`config.mk`:
```
export PLATFORM = sky130hd
export DESIGN_NAME = pwmtif_core
export DESIGN_NICKNAME = d
export VERILOG_FILES = /design/src/pwmtif_pkg.sv /design/src/pwmtif_core.sv
export SDC_FILE = /design/constraint.sdc
export NUM_CORES = 1
export LEC_CHECK = 0
export ABC_AREA = 1
export BUFFER_PORTS_ARGS = -buffer_cell sky130_fd_sc_hd__clkbuf_2
export CAP_MARGIN = 25
export CORE_UTILIZATION = 29
export DETAILED_ROUTE_END_ITERATION = 8
export PLACE_DENSITY = 0.54
export SLEW_MARGIN = 25
export SYNTH_ARGS = -nofsm -noshare
export SYNTH_HDL_FRONTEND = slang
export SYNTH_SLANG_ARGS = --single-unit
```
`constraint.sdc`:
```
create_clock -name pclk -period 1.2 [get_ports pclk]
set_input_delay 0 -clock pclk [delete_from_list [all_inputs] [get_ports pclk]]
set_output_delay 0 -clock pclk [all_outputs]
set_load 0.05 [all_outputs]
```
`src/pwmtif_pkg.sv`:
```
// Package: register map, field layout and reset values of the input/status block
package pwmtif_pkg;

	// Register indices; byte address is four times the index
	localparam logic [7:0] IDX_EVENT_B_CONTROL   = 8'h09;
	localparam logic [7:0] IDX_INTERRUPT_ENABLE  = 8'h0C;
	localparam logic [7:0] IDX_INTERRUPT_PENDING = 8'h0D;
	localparam logic [7:0] IDX_SYNC_ACTIVITY     = 8'h0E;
	localparam logic [7:0] IDX_INPUT_A_RESPONSE  = 8'h10;
	localparam logic [7:0] IDX_INPUT_B_RESPONSE  = 8'h11;
	localparam int         ADDR_SHIFT            = 2;

	// Reset values
	localparam logic [7:0] RST_EVENT_B_CONTROL   = 8'h00;
	localparam logic [7:0] RST_INTERRUPT_ENABLE  = 8'h00;
	localparam logic [7:0] RST_INPUT_RESPONSE    = 8'h00;

	// Writable bit masks
	localparam logic [7:0] MASK_EVENT_B_CONTROL  = 8'hD5;
	localparam logic [7:0] MASK_INTERRUPT        = 8'h0D;
	localparam logic [7:0] MASK_INPUT_RESPONSE   = 8'h0F;

	// Event control field positions
	localparam int EVB_CFG_HI       = 7;
	localparam int EVB_CFG_LO       = 6;
	localparam int EVB_POLARITY     = 4;
	localparam int EVB_ACTION       = 2;
	localparam int EVB_TRIG_ENABLE  = 0;

	// Interrupt and status field positions
	localparam int INT_TRIG_B       = 3;
	localparam int INT_TRIG_A       = 2;
	localparam int INT_CYCLE_END    = 0;
	localparam int ST_ACT_B         = 7;
	localparam int ST_ACT_A         = 6;
	localparam int ST_CMD_READY     = 1;
	localparam int ST_EN_READY      = 0;

	// Event configuration encodings
	localparam logic [1:0] CFG_NEITHER          = 2'h0;
	localparam logic [1:0] CFG_NOISE_FILTER     = 2'h1;
	localparam logic [1:0] CFG_ASYNC_PATH       = 2'h2;

	// Filter needs this many equal samples before its output moves
	localparam int FILTER_SAMPLES = 4;

	// Fault response encodings
	typedef enum logic [3:0] {
		RESP_NONE                 = 4'h0,
		RESP_JUMP_OPPOSITE_WAIT   = 4'h1,
		RESP_RUN_OPPOSITE_WAIT    = 4'h2,
		RESP_RUN_OPPOSITE_ACTIVE  = 4'h3,
		RESP_STOP_ALL_KEEP_PERIOD = 4'h4,
		RESP_STOP_ALL_DEAD_TIME   = 4'h5,
		RESP_STOP_ALL_NEXT_WAIT   = 4'h6,
		RESP_STOP_ALL_SW_WAIT     = 4'h7,
		RESP_EDGE_STOP_NEXT_CYCLE = 4'h8,
		RESP_EDGE_STOP_KEEP_PER   = 4'h9,
		RESP_LEVEL_STOP_KEEP_PER  = 4'hA
	} pwmtif_resp_t;

endpackage

```
`src/pwmtif_core.sv`:
```
// Trigger input conditioning, interrupt flags, status and fault response
//
// The APB interface to the registers was chosen for this implementation.
`timescale 1ns/1ps

// Contract
// RQ1 - Filter option: output changes after four equal samples, delaying capture.
// RQ2 - Async option: event drives the waveform-stop path without synchronisation.
// RQ3 - Configuration zero disables filter and async path; others reserved.
// RQ4 - Polarity 0 triggers on falling/low, 1 on rising/high.
// RQ5 - Action 0 raises a fault only; 1 raises fault and capture.
// RQ6 - Trigger-event enable lets the event act as input B trigger.
// RQ7 - Enable bits 3 and 2 permit interrupts on trigger B and A.
// RQ8 - Enable bit 0 permits the cycle-end interrupt.
// RQ9 - Trigger-B flag sets on trigger or capture condition of input B.
// RQ10 - Trigger-A flag sets on trigger or capture condition of input A.
// RQ11 - Cycle-end flag sets whenever a timer cycle completes.
// RQ12 - Writing one clears a flag; only bits written with one clear.
// RQ13 - Activity bits 7 and 6 set on any level change of outputs B, A.
// RQ14 - Activity bit holds until software writes one to it.
// RQ15 - Command-ready high only once last command reached timer domain.
// RQ16 - Sync, restart, capture strobes or auto-update high write clear ready.
// RQ17 - Enable-ready set when synced; cleared by enable, disable, debug break; debug break clears it only while debug_run_control is low.
// RQ18 - Response mode zero takes no action.
// RQ19 - Modes 1 to 3 stop own output and handle opposite compare cycle.
// RQ20 - Modes 4 to 7 stop all outputs with their own continuation.
// RQ21 - Modes 8 to 0xA stop output on edge or level.
// RQ22 - Fault-only action applies the input's configured response mode.
// RQ23 - Response modes above 0xA behave like no action.
// RQ24 - Zero writes leave flags; hardware set beats simultaneous clear.
module pwmtif_core
	import pwmtif_pkg::*;
(
	// APB slave
	input  wire logic        pclk,
	input  wire logic        presetn,
	input  wire logic        psel,
	input  wire logic        penable,
	input  wire logic        pwrite,
	input  wire logic [11:0] paddr,
	input  wire logic [31:0] pwdata,
	output logic             pready,
	output logic [31:0]      prdata,
	output logic             pslverr,
	// Event input B from the event system, asynchronous
	input  wire logic        event_b_in,
	// Input A conditions from the event-A logic, same clock
	input  wire logic        trigger_a_event,
	input  wire logic        fault_a_level,
	// Timer core, same clock
	input  wire logic        cycle_end,
	input  wire logic        waveform_output_a,
	input  wire logic        waveform_output_b,
	input  wire logic        command_synced,
	input  wire logic        enable_synced,
	// Command strobes seen by the synchroniser, same clock
	input  wire logic        sync_at_cycle_end_strobe,
	input  wire logic        sync_now_strobe,
	input  wire logic        restart_strobe,
	input  wire logic        soft_capture_a_strobe,
	input  wire logic        soft_capture_b_strobe,
	input  wire logic        compare_b_clear_high_byte,
	input  wire logic        auto_update,
	input  wire logic        enable_write,
	input  wire logic        disable_at_cycle_end_strobe,
	input  wire logic        debug_break,
	input  wire logic        debug_run_control,
	// Interrupt request towards the interrupt controller
	output logic             irq_request,
	// Input B event results
	output logic             capture_b,
	output logic             fault_b_event,
	output logic             fault_b_level,
	output logic             fault_b_async,
	// Fault responses for inputs A and B
	output logic [3:0]       resp_a_mode,
	output logic             resp_a_active,
	output logic [3:0]       resp_b_mode,
	output logic             resp_b_active
);

	// Register storage
	logic [7:0] event_b_control;
	logic [7:0] interrupt_enable;
	logic [7:0] interrupt_pending;
	logic       output_b_activity;
	logic       output_a_activity;
	logic       command_ready;
	logic       enable_ready;
	logic [7:0] input_a_response;
	logic [7:0] input_b_response;

	// Bus decode
	logic [9:0] word_index;
	logic       bus_write;
	logic       bus_setup_read;
	logic       hit_evb;
	logic       hit_ien;
	logic       hit_ipend;
	logic       hit_stat;
	logic       hit_ina;
	logic       hit_inb;
	logic       addr_mapped;
	logic [7:0] wbyte;
	logic [7:0] next_rdata;

	// Event B conditioning
	logic       event_b_meta;
	logic       event_b_sync;
	logic [FILTER_SAMPLES-2:0] event_b_hist;
	logic       event_b_filtered;
	logic       event_b_cond;
	logic       event_b_prev;
	logic [1:0] cfg_b;
	logic       polarity_b;
	logic       action_capture;
	logic       trig_enable_b;
	logic       active_level_b;
	logic       active_edge_b;

	// Activity edge detect
	logic       wave_a_prev;
	logic       wave_b_prev;

	// Fault response sanitising
	pwmtif_resp_t next_mode_a;
	pwmtif_resp_t next_mode_b;

	// Command-ready and enable-ready clear sources
	logic       command_issue;
	logic       enable_clear;

	assign pready  = 1'b1;
	assign pslverr = psel & penable & ~addr_mapped;

	assign word_index     = paddr[11:ADDR_SHIFT];
	assign bus_write      = psel & penable & pwrite;
	assign bus_setup_read = psel & ~penable & ~pwrite;
	assign wbyte          = pwdata[7:0];

	// Address decode on word index
	always_comb begin
		hit_evb   = 1'b0;
		hit_ien   = 1'b0;
		hit_ipend = 1'b0;
		hit_stat  = 1'b0;
		hit_ina   = 1'b0;
		hit_inb   = 1'b0;
		if (word_index == {2'h0, IDX_EVENT_B_CONTROL}) begin
			hit_evb = 1'b1;
		end else if (word_index == {2'h0, IDX_INTERRUPT_ENABLE}) begin
			hit_ien = 1'b1;
		end else if (word_index == {2'h0, IDX_INTERRUPT_PENDING}) begin
			hit_ipend = 1'b1;
		end else if (word_index == {2'h0, IDX_SYNC_ACTIVITY}) begin
			hit_stat = 1'b1;
		end else if (word_index == {2'h0, IDX_INPUT_A_RESPONSE}) begin
			hit_ina = 1'b1;
		end else if (word_index == {2'h0, IDX_INPUT_B_RESPONSE}) begin
			hit_inb = 1'b1;
		end
		addr_mapped = hit_evb | hit_ien | hit_ipend | hit_stat
			| hit_ina | hit_inb;
	end

	// Read mux; unmapped words read as zero
	always_comb begin
		next_rdata = 8'h00;
		if (hit_evb) begin
			next_rdata = event_b_control;
		end else if (hit_ien) begin
			next_rdata = interrupt_enable;
		end else if (hit_ipend) begin
			next_rdata = interrupt_pending;
		end else if (hit_stat) begin
			next_rdata = {output_b_activity, output_a_activity, 4'h0,
				command_ready, enable_ready};
		end else if (hit_ina) begin
			next_rdata = input_a_response;
		end else if (hit_inb) begin
			next_rdata = input_b_response;
		end
	end

	// Read data captured in the setup cycle so it is a flop in access
	always_ff @(posedge pclk or negedge presetn) begin
		if (!presetn) begin
			prdata <= 32'h0000_0000;
		end else if (bus_setup_read) begin
			prdata <= {24'h00_0000, next_rdata};
		end
	end

	// Event B control register
	always_ff @(posedge pclk or negedge presetn) begin
		if (!presetn) begin
			event_b_control <= RST_EVENT_B_CONTROL;
		end else if (bus_write && hit_evb) begin
			event_b_control <= wbyte & MASK_EVENT_B_CONTROL;
		end
	end

	// Interrupt enable register
	always_ff @(posedge pclk or negedge presetn) begin
		if (!presetn) begin
			interrupt_enable <= RST_INTERRUPT_ENABLE;
		end else if (bus_write && hit_ien) begin
			interrupt_enable <= wbyte & MASK_INTERRUPT; // [RQ7] [RQ8]
		end
	end

	// Response mode registers for both inputs
	always_ff @(posedge pclk or negedge presetn) begin
		if (!presetn) begin
			input_a_response <= RST_INPUT_RESPONSE;
			input_b_response <= RST_INPUT_RESPONSE;
		end else if (bus_write) begin
			if (hit_ina) begin
				input_a_response <= wbyte & MASK_INPUT_RESPONSE;
			end
			if (hit_inb) begin
				input_b_response <= wbyte & MASK_INPUT_RESPONSE;
			end
		end
	end

	assign cfg_b          = event_b_control[EVB_CFG_HI:EVB_CFG_LO];
	assign polarity_b     = event_b_control[EVB_POLARITY];
	assign action_capture = event_b_control[EVB_ACTION];
	assign trig_enable_b  = event_b_control[EVB_TRIG_ENABLE];

	// Two-flop synchroniser; only the second flop feeds logic
	always_ff @(posedge pclk or negedge presetn) begin
		if (!presetn) begin
			event_b_meta <= 1'b0;
			event_b_sync <= 1'b0;
		end else begin
			event_b_meta <= event_b_in;
			event_b_sync <= event_b_meta;
		end
	end

	// Noise filter: live sample plus history must agree, so delay is four
	always_ff @(posedge pclk or negedge presetn) begin
		if (!presetn) begin
			event_b_hist     <= '0;
			event_b_filtered <= 1'b0;
		end else begin
			event_b_hist <= {event_b_hist[FILTER_SAMPLES-3:0],
				event_b_sync};
			if (&{event_b_hist, event_b_sync}) begin
				event_b_filtered <= 1'b1; // [RQ1]
			end else if (~|{event_b_hist, event_b_sync}) begin
				event_b_filtered <= 1'b0; // [RQ1]
			end
		end
	end

	// Reserved codes fall back to the plain synchronised path
	always_comb begin
		if (cfg_b == CFG_NOISE_FILTER) begin
			event_b_cond = event_b_filtered; // [RQ1]
		end else begin
			event_b_cond = event_b_sync; // [RQ3]
		end
	end

	// Active level and edge per polarity
	assign active_level_b = trig_enable_b
		& (event_b_cond == polarity_b); // [RQ4] [RQ6]
	assign active_edge_b  = trig_enable_b & (event_b_cond != event_b_prev)
		& (event_b_cond == polarity_b); // [RQ4] [RQ6]

	// Unsynchronised stop request; it bypasses the flops on purpose
	// so an output can be stopped even when the clock is slow
	assign fault_b_async = trig_enable_b && (cfg_b == CFG_ASYNC_PATH)
		&& (event_b_in == polarity_b); // [RQ2]

	// Edge history and registered event outputs
	always_ff @(posedge pclk or negedge presetn) begin
		if (!presetn) begin
			event_b_prev  <= 1'b0;
			fault_b_event <= 1'b0;
			fault_b_level <= 1'b0;
			capture_b     <= 1'b0;
		end else begin
			event_b_prev  <= event_b_cond;
			fault_b_event <= active_edge_b; // [RQ5] [RQ22]
			fault_b_level <= active_level_b;
			capture_b     <= active_edge_b & action_capture; // [RQ5]
		end
	end

	// Interrupt flags; hardware set wins over a write-one clear
	always_ff @(posedge pclk or negedge presetn) begin
		if (!presetn) begin
			interrupt_pending <= 8'h00;
		end else begin
			if (bus_write && hit_ipend) begin
				interrupt_pending <= interrupt_pending
					& ~(wbyte & MASK_INTERRUPT); // [RQ12] [RQ24]
			end
			if (active_edge_b) begin
				interrupt_pending[INT_TRIG_B] <= 1'b1; // [RQ9] [RQ24]
			end
			if (trigger_a_event) begin
				interrupt_pending[INT_TRIG_A] <= 1'b1; // [RQ10] [RQ24]
			end
			if (cycle_end) begin
				interrupt_pending[INT_CYCLE_END] <= 1'b1; // [RQ11] [RQ24]
			end
		end
	end

	// Request raised while any enabled flag is pending
	assign irq_request = |(interrupt_pending & interrupt_enable); // [RQ7] [RQ8]

	// Previous output levels for toggle detection
	always_ff @(posedge pclk or negedge presetn) begin
		if (!presetn) begin
			wave_a_prev <= 1'b0;
			wave_b_prev <= 1'b0;
		end else begin
			wave_a_prev <= waveform_output_a;
			wave_b_prev <= waveform_output_b;
		end
	end

	// Activity bits stick until software writes one
	always_ff @(posedge pclk or negedge presetn) begin
		if (!presetn) begin
			output_a_activity <= 1'b0;
			output_b_activity <= 1'b0;
		end else begin
			if (waveform_output_a != wave_a_prev) begin
				output_a_activity <= 1'b1; // [RQ13] [RQ24]
			end else if (bus_write && hit_stat && wbyte[ST_ACT_A]) begin
				output_a_activity <= 1'b0; // [RQ14]
			end
			if (waveform_output_b != wave_b_prev) begin
				output_b_activity <= 1'b1; // [RQ13] [RQ24]
			end else if (bus_write && hit_stat && wbyte[ST_ACT_B]) begin
				output_b_activity <= 1'b0; // [RQ14]
			end
		end
	end

	assign command_issue = sync_at_cycle_end_strobe | sync_now_strobe
		| restart_strobe | soft_capture_a_strobe | soft_capture_b_strobe
		| (compare_b_clear_high_byte & auto_update); // [RQ16]
	assign enable_clear  = enable_write | disable_at_cycle_end_strobe
		| (debug_break & ~debug_run_control); // [RQ17]

	// Ready bits; a new command outranks the end of the previous one,
	// since reporting ready would let software overrun the sync
	always_ff @(posedge pclk or negedge presetn) begin
		if (!presetn) begin
			command_ready <= 1'b0;
			enable_ready  <= 1'b0;
		end else begin
			if (command_issue) begin
				command_ready <= 1'b0; // [RQ16]
			end else if (command_synced) begin
				command_ready <= 1'b1; // [RQ15]
			end
			if (enable_clear) begin
				enable_ready <= 1'b0; // [RQ17]
			end else if (enable_synced) begin
				enable_ready <= 1'b1; // [RQ17]
			end
		end
	end

	// Undefined response codes map to no action
	always_comb begin
		if (input_a_response[3:0] > RESP_LEVEL_STOP_KEEP_PER) begin
			next_mode_a = RESP_NONE; // [RQ23]
		end else begin
			next_mode_a = pwmtif_resp_t'(input_a_response[3:0]);
		end
		if (input_b_response[3:0] > RESP_LEVEL_STOP_KEEP_PER) begin
			next_mode_b = RESP_NONE; // [RQ23]
		end else begin
			next_mode_b = pwmtif_resp_t'(input_b_response[3:0]);
		end
	end

	// Response to the core: mode and whether a fault is acting now;
	// mode zero never asserts active, so outputs stay untouched
	always_ff @(posedge pclk or negedge presetn) begin
		if (!presetn) begin
			resp_a_mode   <= RESP_NONE;
			resp_a_active <= 1'b0;
			resp_b_mode   <= RESP_NONE;
			resp_b_active <= 1'b0;
		end else begin
			resp_a_mode   <= next_mode_a; // [RQ19] [RQ20] [RQ21]
			resp_a_active <= (next_mode_a != RESP_NONE)
				& fault_a_level; // [RQ18]
			resp_b_mode   <= next_mode_b; // [RQ22]
			resp_b_active <= (next_mode_b != RESP_NONE)
				& active_level_b; // [RQ18] [RQ22]
		end
	end

endmodule

```
# Word-level counts from Yosys, hierarchy flattened
# Index checks and enable logic that the tools add are counted.
dict set report totals {
  reg_bits 58
  inputBits 68
  output_inout_bits 49
  wordCells 141
}
dict set report op_classes {
  n_lt_le_gt_ge 2
  eq_ne 14
  muxes 44
  bitwise_logic 32
  n_reduce_logical 22
}
# operator count
set op_table {}
lappend op_table {{10-bit by 4-bit == test with 1-bit output, second input constant} 4}
lappend op_table {{1-bit two-way mux} 35}
lappend op_table {{8-bit two-way mux} 4}
lappend op_table {{10-bit by 5-bit == test with 1-bit output, second input constant} 2}
lappend op_table {{4-bit two-way mux} 5}
lappend op_table {{2-bit nonzero test} 7}
lappend op_table {{1-bit AND} 13}
lappend op_table {{1-bit bitwise OR} 12}
lappend op_table {{8-bit by 4-bit AND with 8-bit output} 1}
lappend op_table {{8-bit AND} 1}
lappend op_table {{4-bit > comparator, second input constant} 2}
lappend op_table {{1-bit logical AND} 8}
lappend op_table {{4-bit NOT with 8-bit output} 1}
lappend op_table {{4-bit nonzero test} 2}
lappend op_table {{8-bit OR reduction} 1}
lappend op_table {{1-bit NOT} 4}
lappend op_table {{2-bit AND reduction} 2}
lappend op_table {{4-bit AND reduction} 1}
lappend op_table {{4-bit OR reduction} 1}
lappend op_table {{1-bit inequality test} 3}
lappend op_table {{1-bit == test} 2}
lappend op_table {{2-bit by 1-bit == test with 1-bit output, second input constant} 1}
lappend op_table {{2-bit == test, second input constant} 1}
lappend op_table {{2-bit inequality test, second input constant} 1}

# Depth between registers and ports, before layout
dict set report depth {
  depth_word 13
  mapped_depth 10
  depth_no_buf 10
}

# Worst setup path before layout
# Ideal clock, no wire load.
dict set report synth_path {
  kind {input port to output port}
  start {input paddr[9]}
  end {output pslverr}
  t_arrival_ps 1486
  required_time_ps 1200
  path_slack_ps -286
  path_stages 6
  n_path_buf 0
  path_cell_list {nor2_1 -> nand2_1 -> inv_2 -> nand2_2 -> nand4_1 -> nor3_1}
}
dict set report synth_between {
  elab_chain_len 10
  word_cells_on_any_way 34
  classes_between {6 x eq/ne; 21 x mux; 7 x bitwise}
}
# item line_no
set synth_rtl {}
lappend synth_rtl {{start, declared} pwmtif_core.sv:40} ;# input wire logic [11:0] paddr,
lappend synth_rtl {{10-bit by 4-bit == test with 1-bit output (tied with other cells)} pwmtif_core.sv:151} ;# end else if (word_index == {2'h0, IDX_INTERRUPT_ENABLE}) begin
lappend synth_rtl {{1-bit two-way mux, on equally long branches (2 in series)} n/a}
lappend synth_rtl {{1-bit bitwise OR (tied with other cells) (3 in series)} pwmtif_core.sv:162} ;# addr_mapped = hit_evb | hit_ien | hit_ipend | hit_stat
lappend synth_rtl {{1-bit bitwise OR or 1-bit two-way mux (tied branches)} {pwmtif_core.sv:163, pwmtif_core.sv:149}}
lappend synth_rtl {{1-bit bitwise OR *} pwmtif_core.sv:163} ;# | hit_ina | hit_inb;
lappend synth_rtl {{1-bit NOT *} pwmtif_core.sv:134} ;# assign pslverr = psel & penable & ~addr_mapped;
lappend synth_rtl {{1-bit AND *} pwmtif_core.sv:134}
lappend synth_rtl {{end, declared} pwmtif_core.sv:44} ;# output logic pslverr,
# Every way passes the cells marked *; elsewhere a longest branch is shown, timed or not.

# Worst setup path in the final report
dict set report layout_path {
  start {register event_b_control[7]}
  end {register interrupt_pending[3]}
}
dict set report layout_between {
  elab_chain_len 6
  word_cells_on_any_way 8
  classes_between {3 x eq/ne; 2 x mux; 2 x bitwise; 1 x reduce/logical}
}
# item line_no
set layout_rtl {}
lappend layout_rtl {{start, declared} pwmtif_core.sv:83} ;# logic [7:0] event_b_control;
lappend layout_rtl {{start signal, assigned} pwmtif_core.sv:199} ;# event_b_control <= wbyte & MASK_EVENT_B_CONTROL;
lappend layout_rtl {{2-bit by 1-bit == test with 1-bit output *} pwmtif_core.sv:261} ;# if (cfg_b == CFG_NOISE_FILTER) begin
lappend layout_rtl {{1-bit two-way mux *} pwmtif_core.sv:261}
lappend layout_rtl {{net event_b_cond} pwmtif_core.sv:112} ;# logic event_b_cond;
lappend layout_rtl {{1-bit inequality test} pwmtif_core.sv:271} ;# assign active_edge_b = trig_enable_b & (event_b_cond != event_b_prev)
lappend layout_rtl {{1-bit AND} pwmtif_core.sv:271}
lappend layout_rtl {{1-bit AND *} pwmtif_core.sv:272} ;# & (event_b_cond == polarity_b);
lappend layout_rtl {{1-bit two-way mux or 2-bit nonzero test (tied branches)} n/a}
lappend layout_rtl {{end signal, assigned} pwmtif_core.sv:300} ;# interrupt_pending <= interrupt_pending
lappend layout_rtl {{end, declared} pwmtif_core.sv:85} ;# logic [7:0] interrupt_pending;
# The timed path passes the listed nets; every way through them passes the cells marked *.
# A chain may end at the register's enable or synchronous reset.

==> flow_summary.toml <==
[sta]
grt_setup_unrepaired = "true"
maxSlewViolCount = 0
finalCritPeriodShare_pct = 104
max_freq_ghz = 0.798
hold_ws_ns = 0.0317
finalHoldViolations = 0
setup_viol = 6
fin_ws_ns = -0.0525
clock_skew_ns = 0.00486
tns_ns = -0.235
period_minus_slack_ns = 1.25

[setup_path]
cp.depth = 9
r2r_slack_ns = -0.05
slowest_stage = "dfrtp_1"
crit_buf_inv = 2
worst_ep_required_time_ns = 1.40
crit_path_frequent_cell = "nand2_4"
cp-start-kind = "flip-flop"
arrival_ns = 1.45
cp_cell_sequence = "inv_2, nand2_4, nand2_4, o21ai_4, or2_4, nand3_4, inv_4, nand2_4, nand2_2"
crit_fanout = 3
crit_type = "reg -> reg"
crit_path_end_kind = "flip-flop"
r2r-end = "interrupt_pending[3]"
path_delay_family = "simple AND/OR/NAND/NOR gates"
critPathLaunch = "event_b_control[7]"
r2r_start = "event_b_control[7]"
slowest_delay_ns = 0.40
worstSetupEndpoint = "interrupt_pending[3]"
rr_worst_depth = 9

[synthesis]
synthSimpleGateAreaFrac_pct = 24.7
synthXorXnorAreaFrac_pct = 1.36
ys_ff_latch = 52
synthArstFlopShare_pct = 100
synthAdderAreaFrac_pct = 0
synth_edf_count = 0
synth_top_family_by_area = "simple AND/OR/NAND/NOR gates"
yosysSeqAreaShare_pct = 50.4
syn_inst = 301
synth_flop_cell = "dfrtp_1"
syn_area_mm2 = 0.00258
avgSynthCellArea_um2 = 8.58
muxShareOfSynthArea_pct = 0
synth_warnings = 0
synth_cell_types = 33
synth_compound_area_share_pct = 8.82

[die]
pin_count = 117
die_h_um = 96.4
die-area_mm2 = 0.00929
row_count = 34
fp.dieW_um = 96.4
initial_utilization_pct = 29.8
core_mm2 = 0.00868

[routing]
drc = 1
avgRoutedWirePerCell_um = 11.3
drt-pass1-iter-count = 6
wl_um = 5930
detail-route-antenna-nets = 0
vias = 2238
drt_iter0_drc = 96
viasPerCell = 4.26

[cts]
cts.sinks = 52
cts_tree = "yes"
cts_made_buffers = 5
cts_root_buf = "clkbuf_8"
clkTransAtPathRegs_ns = 0.09
htreeDepth = 2
clockBufferDepth = 2
clk_latency_ns = 0.30

[finish]
drive_above_1_share_pct = 31.7
syn2layout_area_growth_pct = 39.8
final_cell_area_mm2 = 0.00361
fin_util_pct = 41.6
diodes = 0
nNetsFinal = 486
fillers = 894

[global_routing]
grtUsageTotal_pct = 13.9
grt_pass1_vias = 2143
grt_overflow = 0
grt_pass1_wl_um = 9760
grt_max_degree = 53
grt_antenna_before_repair = 0

[outcome]
status = "complete, but fails checks"
violations = "design-rule violations, negative setup slack"

[placed_design]
hpwl_um = 4450
gp_congestion = 0.859
dpl_cell_area_mm2 = 0.00311
pre_cts_slack_ns = -0.0941
io_buffer_count = 63

[power]
ir_drop_v = 0.000523
total_leakage_power_nw = 1.89
power_density_mw_per_mm2 = 990

[run]
cap_violations = 0

[min_path]
worst_hold_path_type = "in -> reg"
[area by class of cell]
| class | count | area (um^2) | area share [%] |
|---|---|---|---|
| Clock buffer | 5 | 68.8 | 1.91 |
| Clock inverter | 1 | 30.0 | 0.832 |
| Inverter | 47 | 183 | 5.06 |
| Multi-Input combinational cell | 200 | 1100 | 30.4 |
| Sequential cell | 52 | 1300 | 36.1 |
| Tap cell | 108 | 135 | 3.74 |
| Timing Repair Buffer | 112 | 795 | 22.0 |
[per-stage QoR]
| step | cells | power, W |
|---|---|---|
| after CTS | 524 | 0.00361 |
| after global placement | 491 | 0.00237 |
| after global routing | 525 | 0.00372 |
| after floorplan | 325 | 0.00225 |
| after detailed placement | 491 | 0.00238 |
| final | 525 | 0.00358 |
[how the worst min path moves through the flow]
stage | slack, ns | depth (start not counted) | endpoint | from
after floorplan | -0.30 | 0 | capture_b | presetn
after global placement | 0.02 | 2 | resp_a_mode[2] | presetn
after detailed placement | 0.02 | 2 | resp_a_mode[2] | presetn
after CTS | 0.03 | 3 | input_a_response[3] | pwdata[3]
after global routing | 0.05 | 3 | input_a_response[3] | pwdata[3]
final | 0.03 | 3 | input_a_response[3] | pwdata[3]
[registers in the layout, summed over array words and instances (netlist names), 3 cells and up]
name and cells:
prdata 7, event_b_control 5, interrupt_enable 3, resp_a_mode 4, input_a_response 4, input_b_response 4
event_b_hist 3, interrupt_pending 3, resp_b_mode 4
[cell families (layout without fill, tap and decap cells)]
logic type / after synthesis / after routing
buffers and inverters: 73 / 165
other: 2 / 26
DFF: 52 / 52
AOI/OAI and AO/OA: 39 / 39
and+or+nand+nor: 131 / 131
xor gates and xnor gates: 4 / 4
[cell usage after synthesis, drive strengths merged (2+ instances only)]
cell type,n,area (um^2)
o21a,2,15.0
nand2,70,275
nand3,19,118
inv,46,173
or2,2,12.5
nor4,2,12.5
nor2,24,110
xor2,2,17.5
conb,2,7.51
o22ai,2,12.5
o211ai,2,15.0
xnor2,2,17.5
nor3,9,78.8
buf,26,195
dfrtp,52,1300
nand4,5,31.3
a21oi,5,28.8
o21ai,24,124
[repair_timing]
action                     CTS  global route
buffers inserted             2             1
pin swaps                    4             3
gates resized for setup     17            19
hold endpoints to repair    69             0
setup endpoints to repair    7             9
hold buffers                25             0
[routing by layer]
| metal | track usage [%] | share of wire (%) | vias up |
|---|---|---|---|
| met5 | 0 | 0 | - |
| met4 | 4.78 | 2.1 | 0 |
| met3 | 2.92 | 4.8 | 11 |
| met2 | 23.2 | 49 | 58 |
| met1 | 17.8 | 44 | 1031 |
| li1 | - | - | 1138 |
[worst reg2reg max path: cells and delay by family (launching register included)]
family	cells	cell delay, ns
and+or+nand+nor	6	0.57
DFF	1	0.40
buffers and inverters	2	0.13
AOI/OAI and AO/OA	1	0.06
[cells in the final DEF, fill, tap and decap left out, types with 4 or more instances in the layout]
cell,count
inv_2,5
nor2_1,19
inv_1,39
nand3_1,14
clkbuf_2,60
o21ai_0,9
dfrtp_1,51
buf_6,4
dlygate4sd3_1,25
o21ai_1,14
nor3_1,5
nand2_2,6
buf_4,20
conb_1,26
nand2_1,61
clkbuf_8,6
nand4_1,5
[power breakdown]
group | internal (W) | leakage [nW] | total (W) | switching, W
Combinational | 0.000192 | 1.17 | 0.000611 | 0.000419
Sequential | 0.00179 | 0.668 | 0.00181 | 0.0000219
Clock | 0.000599 | 0.0501 | 0.00116 | 0.000556
Total | 0.00258 | 1.89 | 0.00358 | 0.000997
No activity file was read; power rests on OpenSTA's default activity.
